==> config.mk <==
export PLATFORM = sky130hd
export DESIGN_NAME = pgx_port3
export DESIGN_NICKNAME = d
export VERILOG_FILES = /design/src/design/pgx_pkg.sv /design/src/design/pgx_port3.sv
export SDC_FILE = /design/constraint.sdc
export NUM_CORES = 1
export LEC_CHECK = 0
export ABC_AREA = 1
export BUFFER_PORTS_ARGS = -buffer_cell sky130_fd_sc_hd__buf_2
export CORE_UTILIZATION = 50
export CTS_BUF_LIST = sky130_fd_sc_hd__clkbuf_16
export DETAILED_ROUTE_END_ITERATION = 8
export GPL_ROUTABILITY_DRIVEN = 0
export PLACE_DENSITY = 0.74
export SLEW_MARGIN = 20
export SYNTH_ARGS = -nofsm -noshare
export SYNTH_HDL_FRONTEND = slang
export SYNTH_SLANG_ARGS = --single-unit
==> constraint.sdc <==
create_clock -name MCLK -period 1.3 [get_ports MCLK]
set_input_delay 0.065 -clock MCLK [delete_from_list [all_inputs] [get_ports MCLK]]
set_output_delay 0.065 -clock MCLK [all_outputs]
set_load 0.03 [all_outputs]
==> src/design/pgx_pkg.sv <==
// constants shared by the port 3 gpio and external interrupt block
`default_nettype none

package pgx_pkg;

  // ----------------------------------------------------------------
  // sizes
  // ----------------------------------------------------------------
  localparam int unsigned NPIN  = 7;   // pins on this port
  localparam int unsigned NLINE = 8;   // external interrupt lines

  // ----------------------------------------------------------------
  // register addresses
  // ----------------------------------------------------------------
  localparam logic [7:0] OFF_PEND = 8'hE7;  // ext_irq_pending
  localparam logic [7:0] OFF_CFGH = 8'hE8;  // ext_irq_edge_cfg_high
  localparam logic [7:0] OFF_CFGL = 8'hE9;  // ext_irq_edge_cfg_low
  localparam logic [7:0] OFF_CONH = 8'hEA;  // pin_function_high
  localparam logic [7:0] OFF_CONL = 8'hEB;  // pin_function_low
  localparam logic [7:0] OFF_PUR  = 8'hEC;  // pullup_enable
  localparam logic [7:0] OFF_PNE  = 8'hED;  // open_drain_select
  localparam logic [7:0] OFF_DATA = 8'hF3;  // port_pin_data

  // ----------------------------------------------------------------
  // reset values
  // ----------------------------------------------------------------
  localparam logic [7:0] RST_BYTE = 8'h00;  // all registers
  localparam logic [1:0] RST_WARM = 2'h0;   // detector warm-up start

  // ----------------------------------------------------------------
  // field codes
  // ----------------------------------------------------------------
  localparam logic [1:0] FN_IN   = 2'h0;  // schmitt input
  localparam logic [1:0] FN_OUT  = 2'h1;  // port output
  localparam logic [1:0] FN_ALT  = 2'h2;  // shared peripheral
  localparam logic [1:0] FN_SEG  = 2'h3;  // lcd segment
  localparam logic [1:0] EG_OFF  = 2'h0;  // line disabled
  localparam logic [1:0] EG_FALL = 2'h1;  // falling edge
  localparam logic [1:0] EG_RISE = 2'h2;  // rising edge
  localparam logic [1:0] EG_BOTH = 2'h3;  // both edges

  // ----------------------------------------------------------------
  // timing
  // ----------------------------------------------------------------
  localparam logic [1:0] WARM_DONE = 2'h3;  // cycles before detect

endpackage

`default_nettype wire

==> src/design/pgx_port3.sv <==
// port 3 gpio with pin functions and external interrupt lines
// Operation
// - reset clears both pin-function registers, every pin starts input.
// - pins 6,5 codes: input+interrupt+timer, output, none, lcd segment.
// - pin 4 codes: input+interrupt, output, timer output or pwm, segment.
// - pin 2 codes: input+interrupt, output, uart0 transmit, segment.
// - pin 1 codes: input+interrupt+uart0 rx, output, receive out, segment.
// - pins 3,0 codes: input+interrupt, output, none, lcd segment.
// - edge field: 00 off, 01 falling, 10 rising, 11 both.
// - high edge register: [7:6] port0 pin3, lower fields pins 2,1,0.
// - enabled selected edge sets its pending flag and lowers the request.
// - writing 0 clears a pending flag; software clears after acknowledge.
// - pending flag reads 1 while the line's request is outstanding.
// - pending bits: 7 port0 pin3, 6..4 pins 2..0, 3..0 pins 6..3.
// - pull-up bits 0..6 enable per-pin pull-up; bit 7 reserved.
// - pull-up forced off for push-pull output or shared function.
// - open-drain bits 0..6 select open-drain when set; bit 7 reserved.
// - data register writes output levels and reads pin levels.
// - low edge register fields 7:6..1:0 serve pins 6..3, reset zero.
`default_nettype none

module pgx_port3
  import pgx_pkg::*;
(
  input  wire logic       MCLK,        // system clock, 250 mhz
  input  wire logic       SYS_RST,     // sync reset, active high
  input  wire logic [7:0] REG_ADDR,    // register address
  input  wire logic       REG_WR,      // write strobe
  input  wire logic       REG_RD,      // read strobe
  input  wire logic [7:0] REG_WDATA,   // write data
  output var  logic [7:0] REG_RDATA,   // read data, next cycle
  input  wire logic [6:0] PIN_I,       // pin levels
  output var  logic [6:0] PIN_O,       // pin drive value
  output var  logic [6:0] PIN_OE,      // pin drive enable
  output var  logic [6:0] PIN_PU,      // pull-up on
  input  wire logic       P03_I,       // neighbour port0 pin3
  input  wire logic       TA_OUT_I,    // timer a output or pwm
  input  wire logic       UART_TX_I,   // uart0 transmit data
  input  wire logic       UART_RXO_I,  // uart0 receive line outward
  input  wire logic [6:0] LCD_SEG_I,   // lcd segment drive per pin
  output var  logic       TA_CAP_O,    // timer a capture in
  output var  logic       TA_CLK_O,    // timer a clock in
  output var  logic       UART_RX_O,   // uart0 receive in
  output var  logic       IRQ_N        // interrupt request, low
);

  // ----------------------------------------------------------------
  // state
  // ----------------------------------------------------------------
  typedef struct packed {
    logic [7:0] con_l;  // pin_function_low
    logic [5:0] con_h;  // pin_function_high
    logic [7:0] cfg_h;  // ext_irq_edge_cfg_high
    logic [7:0] cfg_l;  // ext_irq_edge_cfg_low
    logic [7:0] pend;   // ext_irq_pending
    logic [6:0] pur;    // pullup_enable
    logic [6:0] pne;    // open_drain_select
    logic [6:0] dout;   // port_pin_data output latch
    logic [7:0] s1;     // sync stage one, line order
    logic [7:0] s2;     // sync stage two
    logic [7:0] prv;    // previous level for edges
    logic [1:0] warm;   // detector warm-up
    logic [7:0] rdata;  // read data
    logic [6:0] pin_o;  // pin value
    logic [6:0] pin_oe; // pin enable
    logic [6:0] pin_pu; // pull-up
    logic       irq_n;  // request to cpu
  } pgx_state_s;

  pgx_state_s st_r;
  pgx_state_s st_nxt;

  logic [13:0] fn_all;  // two bits per pin
  logic [15:0] cfg_all; // two bits per line
  logic [6:0]  pin_s;   // synced pins, pin order
  logic [7:0]  set_v;   // edges seen this cycle
  logic [7:0]  clr_v;   // flags cleared by software
  logic        wr_pend; // pending register write

  // ----------------------------------------------------------------
  // helpers
  // ----------------------------------------------------------------
  // address match, used only by the pending-register write decode
  function automatic logic hit(input logic [7:0] a,
                               input logic [7:0] o);
    return a == o;
  endfunction

  // edge qualifier for one line
  function automatic logic edge_hit(input logic [1:0] c,
                                    input logic       p,
                                    input logic       q);
    logic r;
    r = 1'b0;
    unique case (c)
      EG_OFF:  r = 1'b0;
      EG_FALL: r = p & ~q;
      EG_RISE: r = ~p & q;
      EG_BOTH: r = p ^ q;
    endcase
    return r;
  endfunction

  // {drive, value} for pin i before open-drain shaping
  function automatic logic [1:0] pin_drv(input int unsigned i,
                                         input logic [1:0]  fn,
                                         input logic        d,
                                         input logic        seg);
    logic [1:0] r;
    r = 2'h0;
    unique case (fn)
      FN_IN:  r = 2'h0;
      FN_OUT: r = {1'b1, d};
      FN_ALT: begin
        // pins without a shared function stay undriven
        if (i == 4) r = {1'b1, TA_OUT_I};
        else if (i == 2) r = {1'b1, UART_TX_I};
        else if (i == 1) r = {1'b1, UART_RXO_I};
        else r = 2'h0;
      end
      FN_SEG: r = {1'b1, seg};
    endcase
    return r;
  endfunction

  // ----------------------------------------------------------------
  // field views
  // ----------------------------------------------------------------
  // pin i uses bits [2i+1:2i]; line k uses cfg bits [2k+1:2k]
  assign fn_all  = {st_r.con_h, st_r.con_l};
  assign cfg_all = {st_r.cfg_h, st_r.cfg_l};
  // lines 0..3 are pins 3..6, 4..6 pins 0..2, 7 port0 pin3
  assign pin_s   = {st_r.s2[3:0], st_r.s2[6:4]};
  assign wr_pend = REG_WR & hit(REG_ADDR, OFF_PEND);
  assign clr_v   = wr_pend ? ~REG_WDATA : 8'h00;

  // edge detect runs on the second sync stage only
  genvar gk;
  generate
    for (gk = 0; gk < NLINE; gk++) begin : g_line
      assign set_v[gk] = (st_r.warm == WARM_DONE) &&
                         edge_hit(cfg_all[2*gk +: 2],
                                  st_r.prv[gk],
                                  st_r.s2[gk]);
    end
  endgenerate

  // ----------------------------------------------------------------
  // next state
  // ----------------------------------------------------------------
  always_comb begin
    st_nxt = st_r;
    // pin sampling; warm-up hides the false edge after reset
    st_nxt.s1  = {P03_I, PIN_I[2:0], PIN_I[6:3]};
    st_nxt.s2  = st_r.s1;
    st_nxt.prv = st_r.s2;
    if (st_r.warm != WARM_DONE) begin
      st_nxt.warm = 2'(st_r.warm + 2'h1);
    end
    // a set in the clearing cycle wins, so no edge is lost
    st_nxt.pend  = (st_r.pend & ~clr_v) | set_v;
    st_nxt.irq_n = ~|st_nxt.pend;
    // register writes; reserved bits are not stored
    if (REG_WR) begin
      unique case (REG_ADDR)
        OFF_CFGH: st_nxt.cfg_h = REG_WDATA;
        OFF_CFGL: st_nxt.cfg_l = REG_WDATA;
        OFF_CONH: st_nxt.con_h = REG_WDATA[5:0];
        OFF_CONL: st_nxt.con_l = REG_WDATA;
        OFF_PUR:  st_nxt.pur   = REG_WDATA[6:0];
        OFF_PNE:  st_nxt.pne   = REG_WDATA[6:0];
        OFF_DATA: st_nxt.dout  = REG_WDATA[6:0];
        default:  st_nxt.dout  = st_r.dout;
      endcase
    end
    // reads return state one cycle later; unmapped read zero
    if (REG_RD) begin
      unique case (REG_ADDR)
        OFF_PEND: st_nxt.rdata = st_r.pend;
        OFF_CFGH: st_nxt.rdata = st_r.cfg_h;
        OFF_CFGL: st_nxt.rdata = st_r.cfg_l;
        OFF_CONH: st_nxt.rdata = {2'h0, st_r.con_h};
        OFF_CONL: st_nxt.rdata = st_r.con_l;
        OFF_PUR:  st_nxt.rdata = {1'b0, st_r.pur};
        OFF_PNE:  st_nxt.rdata = {1'b0, st_r.pne};
        OFF_DATA: st_nxt.rdata = {1'b0, pin_s};
        default:  st_nxt.rdata = RST_BYTE;
      endcase
    end
    // pin drive, open-drain shaping and pull-up gating
    for (int unsigned i = 0; i < NPIN; i++) begin
      logic [1:0] dv;
      logic [1:0] fn;
      fn = fn_all[2*i +: 2];
      dv = pin_drv(i, fn, st_r.dout[i], LCD_SEG_I[i]);
      // open drain only pulls low
      st_nxt.pin_oe[i] = dv[1] & (~st_r.pne[i] | ~dv[0]);
      st_nxt.pin_o[i]  = dv[0] & ~st_r.pne[i];
      // pull-up kept for input and open-drain output only
      st_nxt.pin_pu[i] = st_r.pur[i] &
                         ((fn == FN_IN) |
                          ((fn == FN_OUT) & st_r.pne[i]));
    end
  end

  // ----------------------------------------------------------------
  // registers
  // ----------------------------------------------------------------
  always_ff @(posedge MCLK) begin
    if (SYS_RST) begin
      st_r <= '{con_l:  RST_BYTE,
                con_h:  RST_BYTE[5:0],
                cfg_h:  RST_BYTE,
                cfg_l:  RST_BYTE,
                pend:   RST_BYTE,
                pur:    RST_BYTE[6:0],
                pne:    RST_BYTE[6:0],
                dout:   RST_BYTE[6:0],
                s1:     RST_BYTE,
                s2:     RST_BYTE,
                prv:    RST_BYTE,
                warm:   RST_WARM,
                rdata:  RST_BYTE,
                pin_o:  RST_BYTE[6:0],
                pin_oe: RST_BYTE[6:0],
                pin_pu: RST_BYTE[6:0],
                irq_n:  1'b1};
    end else begin
      st_r <= st_nxt;
    end
  end

  // ----------------------------------------------------------------
  // outputs
  // ----------------------------------------------------------------
  // all straight from flip-flops
  assign REG_RDATA = st_r.rdata;
  assign PIN_O     = st_r.pin_o;
  assign PIN_OE    = st_r.pin_oe;
  assign PIN_PU    = st_r.pin_pu;
  assign IRQ_N     = st_r.irq_n;
  // peripheral inputs see synced pins; enabling is peripheral's job
  assign TA_CAP_O  = st_r.s2[3];  // pin 6
  assign TA_CLK_O  = st_r.s2[2];  // pin 5
  assign UART_RX_O = st_r.s2[5];  // pin 1
endmodule

`default_nettype wire

==> results of run 1 <==
==> power by group through the flow <==
stage	Combinational [uW]	Clock, uW	Sequential [uW]
after floorplan	224	0	3670
after global placement	471	0	3670
after detailed placement	491	0	3670
after CTS	535	4780	3600
after global routing	597	4970	3610
final	547	4760	3600
==> sequential cells by signal, summed over array words and instances, names as in the netlist <==
name,count
st_nxt,9
PIN_O,7
pin_s,4
PIN_PU,7
TA_CLK_O,1
PIN_OE,7
REG_RDATA,8
st_r,39
TA_CAP_O,1
fn_all,14
cfg_all,16
IRQ_N,1
UART_RX_O,1
==> cell families (layout without fill, tap and decap cells) <==
family	after synthesis	count (layout)	share of synthesized area, %
AND/OR/NAND/NOR	241	241	21.1
buffers and inverters	167	278	14.6
AO/OA/AOI/OAI	164	164	16.5
flip-flops	115	115	43.8
adder cells (fa/ha/maj)	17	17	4.04
==> layout make-up <==
type                            count  area share [%]
Sequential cell                   115            34.3
Multi-Input combinational cell    422            34.2
Timing Repair Buffer              138            14.1
Clock buffer                       17            6.29
Inverter                          108            6.07
Clock inverter                     15            2.54
Tap cell                          136            2.52
==> Yosys cell counts (all sizes together), types with 9 or more instances <==
cell,n,area [um^2]
nand3,77,395
nand4,10,62.6
dfxtp,115,2300
o21ai,62,310
nor3,9,61.3
ha,17,213
buf,43,303
nand2,74,283
nor2,68,288
a21oi,86,430
clkbuf,16,60.1
inv,108,405
==> timing repair <==
item | 4_1_cts | 5_1_grt
setup endpoints to repair | 5 | 8
endpoints found under the hold margin | 17 | 0
resized for setup | 19 | 12
setup buffers | 4 | 0
pin swaps | 11 | 6
hold buffers | 10 | 0
==> final timing paths <==
path / start / end / slack (ns) / cells past startpoint
hold reg to reg: st_nxt[43]$_SDFF_PP0_ / TA_CAP_O$_SDFF_PP0_ / 0.40 / 2
hold / removal: SYS_RST / PIN_PU[2]$_SDFF_PP0_ / 0.03 / 2
setup / recovery: st_r[33]$_SDFF_PP0_ / IRQ_N$_SDFF_PP1_ / -0.09 / 9
setup reg to reg: st_r[33]$_SDFF_PP0_ / IRQ_N$_SDFF_PP1_ / -0.09 / 9
==> layer usage <==
layer	track usage [%]	routed length, um
met1	32.9	5960
met2	46.0	7030
met3	7.24	1050
met4	19.8	899
met5	0	0
==> metrics by stage <==
step,setup TNS (ns),total power [uW],cell area (um^2)
global placement,-0.582,4140,5910
finish,-0.110,8910,6760
global route,-0.357,9170,6760
floorplan,-0.0350,3900,5290
detailed placement,-1.66,4160,5910
CTS,-0.115,8910,6720
==> impl_metrics.py, run 1 <==
metrics = {
    "run_status": {
        "status": "finished with violations",
        "violations": "setup timing",
    },
    "layout": {
        "fin_util_pct": 65.8,
        "fillerInstances": 848,
        "multi_input_area_um2": 2310,
        "fin_cells": 951,
        "area_delta_synth_final_pct": 28.5,
        "antenna_cells": 0,
        "nets": 857,
        "drive_gt1_share_pct": 24.7,
        "final_cell_mix": "dfxtp_1 (107), inv_1 (104), a21oi_1 (78), nand2_1 (72), nand3_1 (72)",
        "register_area_um2": 2320,
        "final_common_cell": "dfxtp_1",
    },
    "clocking": {
        "cts_tree": "built",
        "clock_latency_ns": 0.42,
        "cts_max_path_buffers": 2,
        "clkTransAtPathRegs_ns": 0.05,
        "clockRootBuffer": "clkbuf_16",
        "clock-sinks": 115,
        "h-tree-depth": 4,
        "numCtsBuffers": 17,
    },
    "routing": {
        "drc": 0,
        "dr.first_iter.drc_count": 439,
        "antenna_left": 0,
        "wire_per_inst_um": 15.7,
        "wl_um": 14900,
        "vias": 5191,
        "dr.pass1.iters": 7,
        "viasPerCell": 5.46,
    },
    "pwr": {
        "seqPwrFrac_pct": 40.4,
        "combinationalPowerShare_pct": 6.1,
        "cellInternalPower_uw": 6940,
        "leakagePower_uw": 0.00294,
        "p_clk_share_pct": 53.4,
        "switching_share_pct": 22.1,
        "ir_drop_mv": 0.699,
        "power_density_nw_per_um2": 1320,
        "netSwitchingPower_uw": 1970,
    },
    "die": {
        "start_util_pct": 51.2,
        "core_um2": 10300,
        "pin_count": 71,
        "fp.dieArea_um2": 10900,
        "die_h_um": 105,
        "die_w_um": 105,
        "rows": 37,
    },
    "job": {
        "max-cap-violations": 0,
    },
    "sta": {
        "maxSlewHeadroom_pct": 63.9,
        "hold_ws_ns": 0.0314,
        "setup_slack_ns": -0.0906,
        "hold_viol": 0,
        "timing.fmax_mhz": 719,
        "worst_slew_pin_slew_ns": 0.528,
        "final_max_slew_viol_count": 0,
        "rsz0062_at_grt": "true",
        "clock-skew-final_ns": 0.00563,
        "min_period_over_period_pct": 107,
        "min_period_ns": 1.39,
        "setup_viol": 3,
    },
    "logic_synthesis": {
        "yosysWarnings": 0,
        "synth_nets": 759,
        "yosysUniqueCellTypes": 24,
        "synth_area_per_cell_um2": 7.47,
        "ys_seq_area_share_pct": 43.8,
        "async_reset_ff_share_pct": 0,
        "netlist_instances": 704,
        "syn_area_um2": 5260,
        "synth-seq-cells": 115,
        "ys.flop_type": "dfxtp_1",
        "synth_edf_count": 0,
    },
    "hold_path": {
        "hp-class": "primary input to register",
    },
    "setup_path": {
        "startpoint_type": "register",
        "endpoint_kind": "register",
        "cpMaxStageDelayCell": "dfxtp_2",
        "crit_chain": "buf_4 -> ha_1 -> a21oi_1 -> nor2_1 -> a21oi_2 -> nand2_1 -> nor2_1 -> nand2_1 -> nand2_1",
        "critical_path_class": "register to register",
        "cp.arrival_ns": 1.75,
        "critPathMostFrequentCell": "nand2_1",
        "crit_buf_inv": 1,
        "required_ns": 1.66,
        "critPathTopFamily": "simple AND/OR/NAND/NOR gates",
        "cp_slowest_stage_delay_ns": 0.32,
        "crit_fanout": 2,
    },
    "place": {
        "io_buffers": 70,
        "dp.cells": 905,
        "dp_hpwl_um": 9820,
        "pre_cts_slack_ns": -0.0868,
    },
    "global_routing": {
        "grt_pass1_vias": 4872,
        "grt_overflow_total": 0,
        "track_usage_pct": 28.4,
        "antenna_found_initial": 0,
        "grt_max_degree": 69,
        "grt_first_pass_wirelength_um": 23800,
    },
}
(Power assumes the default switching activity.)
==> run 2: changes to the inputs <==
CORE_UTILIZATION = 52   (was 50)
PLACE_DENSITY = 0.76   (was 0.74)
==> impl_metrics.py, run 2 (synthesis results as in run 1) <==
metrics = {
    "run_status": {
        "status": "finished with violations",
        "violations": "setup timing",
    },
    "clocking": {
        "cts_tree": "built",
        "numCtsBuffers": 17,
        "clock_latency_ns": 0.42,
        "cts_max_path_buffers": 2,
        "clock-sinks": 115,
        "clockRootBuffer": "clkbuf_16",
        "h-tree-depth": 4,
        "clkTransAtPathRegs_ns": 0.05,
    },
    "setup_path": {
        "r2r_cells": 9,
        "cpMaxStageDelayCell": "dfxtp_2",
        "endpoint_kind": "register",
        "crit_chain": "buf_4 -> ha_1 -> a21oi_1 -> nor2_1 -> a21oi_2 -> nand2_1 -> nor2_1 -> nand2_1 -> nand2_1",
        "ff2ff_setup_slack_ns": -0.11,
        "crit_fanout": 2,
        "cp.arrival_ns": 1.77,
        "critical_path_class": "register to register",
        "r2r-start": "st_r[38]$_SDFF_PP0_",
        "r2r_end": "IRQ_N$_SDFF_PP1_",
        "critPathMostFrequentCell": "nand2_1",
        "required_ns": 1.66,
        "critPathLaunch": "st_r[38]$_SDFF_PP0_",
        "crit_buf_inv": 1,
        "cp_slowest_stage_delay_ns": 0.33,
        "critPathTopFamily": "simple AND/OR/NAND/NOR gates",
        "startpoint_type": "register",
    },
    "layout": {
        "final_common_cell": "dfxtp_1",
        "final_cell_mix": "dfxtp_1 (109), inv_1 (107), a21oi_1 (79), nand2_1 (72), nand3_1 (71)",
        "area_delta_synth_final_pct": 27.8,
        "nets": 862,
        "fin_util_pct": 68.8,
        "antenna_cells": 0,
        "largest_reg_flops": 39,
        "drive_gt1_share_pct": 24.5,
        "fillerInstances": 812,
        "max_flop_register": "st_r",
    },
    "routing": {
        "wire_per_inst_um": 14.7,
        "wl_um": 14000,
        "antenna_left": 0,
        "viasPerCell": 5.37,
        "drc": 0,
        "vias": 5116,
        "dr.first_iter.drc_count": 269,
        "dr.pass1.iters": 4,
    },
    "die": {
        "rows": 36,
        "start_util_pct": 53.8,
        "fp.dieArea_um2": 10500,
        "core_um2": 9770,
        "die_w_um": 103,
        "pin_count": 71,
        "die_h_um": 103,
    },
    "global_routing": {
        "grt_overflow_total": 0,
        "grt_max_degree": 69,
        "grt_first_pass_wirelength_um": 22400,
        "track_usage_pct": 28.6,
        "antenna_found_initial": 0,
        "grt_pass1_vias": 4830,
    },
    "sta": {
        "timing.fmax_mhz": 710,
        "min_period_over_period_pct": 108,
        "rsz0062_at_grt": "true",
        "hold_ws_ns": 0.0712,
        "clock-skew-final_ns": 0.00905,
        "hold_viol": 0,
        "worst_slew_pin_slew_ns": 0.470,
        "maxSlewHeadroom_pct": 67.8,
        "setup_slack_ns": -0.109,
        "setup_viol": 4,
        "min_period_ns": 1.41,
        "final_max_slew_viol_count": 0,
    },
    "pwr": {
        "ir_drop_mv": 0.916,
        "power_density_nw_per_um2": 1220,
        "p_total_uw": 8180,
        "leakagePower_uw": 0.00293,
    },
    "place": {
        "io_buffers": 70,
        "dp_hpwl_um": 9620,
        "pre_cts_slack_ns": -0.107,
    },
    "hold_path": {
        "min_from": "REG_WDATA[6]",
        "hp-class": "primary input to register",
        "hold_depth": 3,
        "hold-path-endpoint": "st_r[69]$_SDFFE_PP0P_",
    },
    "job": {
        "max-cap-violations": 0,
    },
}
[run 2: changes by cell type in the layout (fill, tap and decap cells not counted), moves of 2 or more]
| cell | delta |
|---|---|
| buf_4 | +3 |
| nor2_1 | -3 |
| dfxtp_1 | +2 |
| inv_1 | +3 |
| dfxtp_2 | -2 |
| bufinv_16 | -3 |
| nor2_2 | +2 |
[run 2: power breakdown]
part / leakage (uW) / switching, uW / internal, uW
clock: 0.000268 / 1520 / 2520
combinational: 0.00173 / 310 / 221
sequential: 0.000934 / 30.5 / 3580
[run 2: worst max-delay path by stage]
stage | slack, ns | cells past startpoint | endpoint
3_3_place_gp | -0.05 | 9 | IRQ_N$_SDFF_PP1_
6_report | -0.11 | 9 | IRQ_N$_SDFF_PP1_
5_1_grt | -0.18 | 10 | IRQ_N$_SDFF_PP1_
4_1_cts | -0.08 | 10 | IRQ_N$_SDFF_PP1_
3_5_place_dp | -0.11 | 10 | IRQ_N$_SDFF_PP1_
2_1_floorplan | -0.04 | 10 | IRQ_N$_SDFF_PP1_
[run 2: through the flow]
stage | cell area (um^2) | setup TNS (ns) | instances
floorplan | 5290 | -0.0350 | 704
global placement | 5920 | -0.270 | 904
detailed placement | 5920 | -1.71 | 904
CTS | 6620 | -0.115 | 949
global route | 6720 | -0.444 | 952
finish | 6720 | -0.189 | 952
[run 2: repair_timing]
item                                    CTS  global route
endpoints found under the setup margin    4             8
hold buffers                             11             0
cloned                                    0             0
hold endpoints to repair                 23             0
pin swaps                                 6            10
gates resized for setup                  15            19
setup buffers                             3             3
[run 2: cell type report]
class                      count  area [um^2]  share of cell area, %
clock buffer                  17          425                   6.33
clock inverter                14         83.8                   1.25
inverter                     108          410                   6.10
multi-input combinational    422         2320                   34.6
sequential                   115         2320                   34.5
tap                          133          166                   2.48
timing repair buffer         143          996                   14.8
[run 2: worst min-delay path, delay by kind of cell]
family                 cells  cell delay, ns
AO/OA/AOI/OAI              2            0.20
buffers and inverters      1            0.17
[run 2: per-layer routing]
layer	track usage, %	part of all wire, %	wire [um]
met1	31.8	41	5790
met2	48.1	48	6680
met3	8.07	6.6	919
met4	18.7	4.2	592
met5	0	0	0
==> run 3: changes to the inputs <==
ABC_AREA = 0   (was 1)
==> impl_metrics.py, run 3 <==
metrics = {
    "run_status": {
        "status": "finished with violations",
        "violations": "setup timing",
    },
    "logic_synthesis": {
        "yosysWarnings": 0,
        "syn_area_um2": 5340,
        "synth_edf_count": 0,
        "synth_nets": 612,
        "synth_top_area_share_pct": 43.1,
        "netlist_instances": 557,
        "netlist_top_cells_area": "dfxtp_1 (43%), mux2i_1 (9.4%), nor2_1 (5.3%), buf_4 (4.5%), ha_1 (4.0%)",
        "async_reset_ff_share_pct": 0,
        "netlist_top_cells_count": "dfxtp_1 (115), nor2_1 (76), mux2i_1 (50), nand2_1 (50), buf_4 (32)",
        "yosysUniqueCellTypes": 45,
        "synth.most_common_cell": "dfxtp_1",
        "synth_area_per_cell_um2": 9.59,
        "synth-seq-cells": 115,
        "ys_seq_area_share_pct": 43.1,
        "ys.flop_type": "dfxtp_1",
        "yosys.area.top_type": "dfxtp_1",
    },
    "layout": {
        "nets": 742,
        "area_delta_synth_final_pct": 32.8,
        "final_common_cell": "dfxtp_1",
        "final_cell_mix": "dfxtp_1 (88), buf_4 (77), nor2_1 (76), buf_2 (70), mux2i_1 (50)",
        "max_flop_register": "st_r",
        "largest_reg_flops": 39,
        "drive_gt1_share_pct": 39.9,
        "antenna_cells": 0,
    },
    "die": {
        "fp.dieArea_um2": 10700,
        "core_um2": 9860,
        "die_h_um": 103,
        "die_w_um": 103,
        "pin_count": 71,
        "start_util_pct": 54.1,
        "rows": 36,
    },
    "pwr": {
        "p_clk_share_pct": 52.5,
        "seqPwrFrac_pct": 41.0,
        "switching_share_pct": 22.4,
        "power_density_nw_per_um2": 1240,
        "p_total_uw": 8780,
        "cellInternalPower_uw": 6810,
        "ir_drop_mv": 0.856,
        "combinationalPowerShare_pct": 6.5,
        "netSwitchingPower_uw": 1970,
        "leakagePower_uw": 0.00323,
    },
    "place": {
        "pre_cts_slack_ns": -0.264,
        "dp_hpwl_um": 9330,
        "io_buffers": 70,
    },
    "global_routing": {
        "grt_overflow_total": 0,
        "grt_first_pass_wirelength_um": 21000,
        "grt_max_degree": 63,
        "track_usage_pct": 27.0,
        "grt_pass1_vias": 4257,
        "antenna_found_initial": 0,
    },
    "hold_path": {
        "min_from": "LCD_SEG_I[5]",
        "hold-path-endpoint": "PIN_OE[5]$_SDFF_PP0_",
        "hp-class": "primary input to register",
        "hold_depth": 4,
    },
    "routing": {
        "dr.first_iter.drc_count": 371,
        "antenna_left": 0,
        "viasPerCell": 5.58,
        "vias": 4640,
        "dr.pass1.iters": 5,
        "wire_per_inst_um": 18.1,
        "drc": 0,
        "wl_um": 15100,
    },
    "setup_path": {
        "ff2ff_setup_slack_ns": -0.47,
        "cp.arrival_ns": 2.06,
        "r2r_cells": 7,
        "crit_fanout": 3,
        "r2r-start": "TA_CLK_O$_SDFF_PP0_",
        "critical_path_class": "register to register",
        "endpoint_kind": "register",
        "startpoint_type": "register",
        "r2r_end": "IRQ_N$_SDFF_PP1_",
        "required_ns": 1.60,
    },
    "clocking": {
        "clockRootBuffer": "clkbuf_16",
        "clkTransAtPathRegs_ns": 0.05,
        "cts_tree": "built",
        "clock-sinks": 115,
        "numCtsBuffers": 17,
        "cts_max_path_buffers": 2,
        "h-tree-depth": 4,
        "clock_latency_ns": 0.42,
    },
    "sta": {
        "min_period_over_period_pct": 136,
        "clock-skew-final_ns": 0.00670,
        "rsz0062_at_grt": "true",
        "timing.fmax_mhz": 566,
        "worst_slew_pin_slew_ns": 0.488,
        "setup_slack_ns": -0.467,
        "final_max_slew_viol_count": 0,
        "maxSlewHeadroom_pct": 67.3,
        "min_period_ns": 1.77,
        "setup_viol": 10,
        "hold_viol": 0,
    },
    "job": {
        "max-cap-violations": 0,
    },
}
==> run 3: cell types whose count changed in the layout (fill, tap and decap cells not counted), moves of 48 or more <==
cell	delta
a21oi_1	-59
inv_1	-92
nand3_1	-69
o21ai_0	-48
mux2i_1	+50
==> run 3: worst max-delay path by stage <==
stage / from / endpoint / slack [ns] / cells past startpoint
final: TA_CLK_O$_SDFF_PP0_ / IRQ_N$_SDFF_PP1_ / -0.47 / 7
after global routing: TA_CLK_O$_SDFF_PP0_ / IRQ_N$_SDFF_PP1_ / -0.52 / 7
after CTS: UART_RX_O$_SDFF_PP0_ / IRQ_N$_SDFF_PP1_ / -0.27 / 7
after detailed placement: st_r[33]$_SDFF_PP0_ / IRQ_N$_SDFF_PP1_ / -0.26 / 7
after global placement: st_r[32]$_SDFF_PP0_ / IRQ_N$_SDFF_PP1_ / -0.22 / 7
after floorplan: TA_CAP_O$_SDFF_PP0_ / IRQ_N$_SDFF_PP1_ / -0.16 / 7
==> run 3: cell type report <==
type,count,area [um^2]
Clock inverter,12,110
Inverter,23,88.8
Sequential cell,115,2360
Clock buffer,19,475
Timing Repair Buffer,162,1110
Fill cell,628,2770
Multi-Input combinational cell,368,2790
Tap cell,133,166
==> run 3: cell families after synthesis <==
logic type      share of synthesized area [%]
compound gates                           10.0
xor+xnor                                0.164
fa+ha+maj                                3.98
buf+inv                                  9.16
flops                                    43.1
mux                                      13.8
simple gates                             19.7
==> run 3: per-layer routing <==
layer | part of all wire (%) | global-route usage, % | up-vias
met5 | 0 | 0 | -
met1 | 39 | 31.5 | 2159
met3 | 7.4 | 7.66 | 80
met2 | 47 | 44.2 | 266
met4 | 6.3 | 16.3 | 0
li1 | - | - | 2135
==> run 3: through the flow <==
step	setup TNS, ns	hold slack [ns]	cells	cell area (um^2)	utilization (%)
after floorplan	-0.163	0.193	557	5350	-
after global placement	-3.89	0.271	779	6030	61.1
after detailed placement	-4.92	0.278	779	6030	61.1
after CTS	-0.298	0.000770	821	6790	68.9
after global routing	-1.24	0.0199	832	7090	71.9
final	-0.774	0.0102	832	7090	71.9
==> run 3: repair_timing <==
item | 4_1_cts | 5_1_grt
setup buffers | 1 | 9
resized for setup | 30 | 57
pin swaps | 18 | 29
endpoints found under the hold margin | 11 | 2
setup endpoints to repair | 12 | 18
cloned | 0 | 0
hold buffers | 10 | 2
==> run 3: critical path: stages, from the launching register on <==
cell	delay, ns
dfxtp_4	0.34
buf_4	0.15
ha_1	0.20
nand2_1	0.07
nor2_1	0.05
o21ai_2	0.18
nand4_1	0.23
o41ai_2	0.42
==> run 3: power by group through the flow <==
| stage | sequential, uW | combinational (uW) | clock (uW) |
|---|---|---|---|
| final | 3600 | 573 | 4610 |
| after global placement | 3670 | 454 | 0 |
| after global routing | 3600 | 609 | 4800 |
| after detailed placement | 3670 | 470 | 0 |
| after CTS | 3600 | 507 | 4580 |
| after floorplan | 3670 | 247 | 0 |
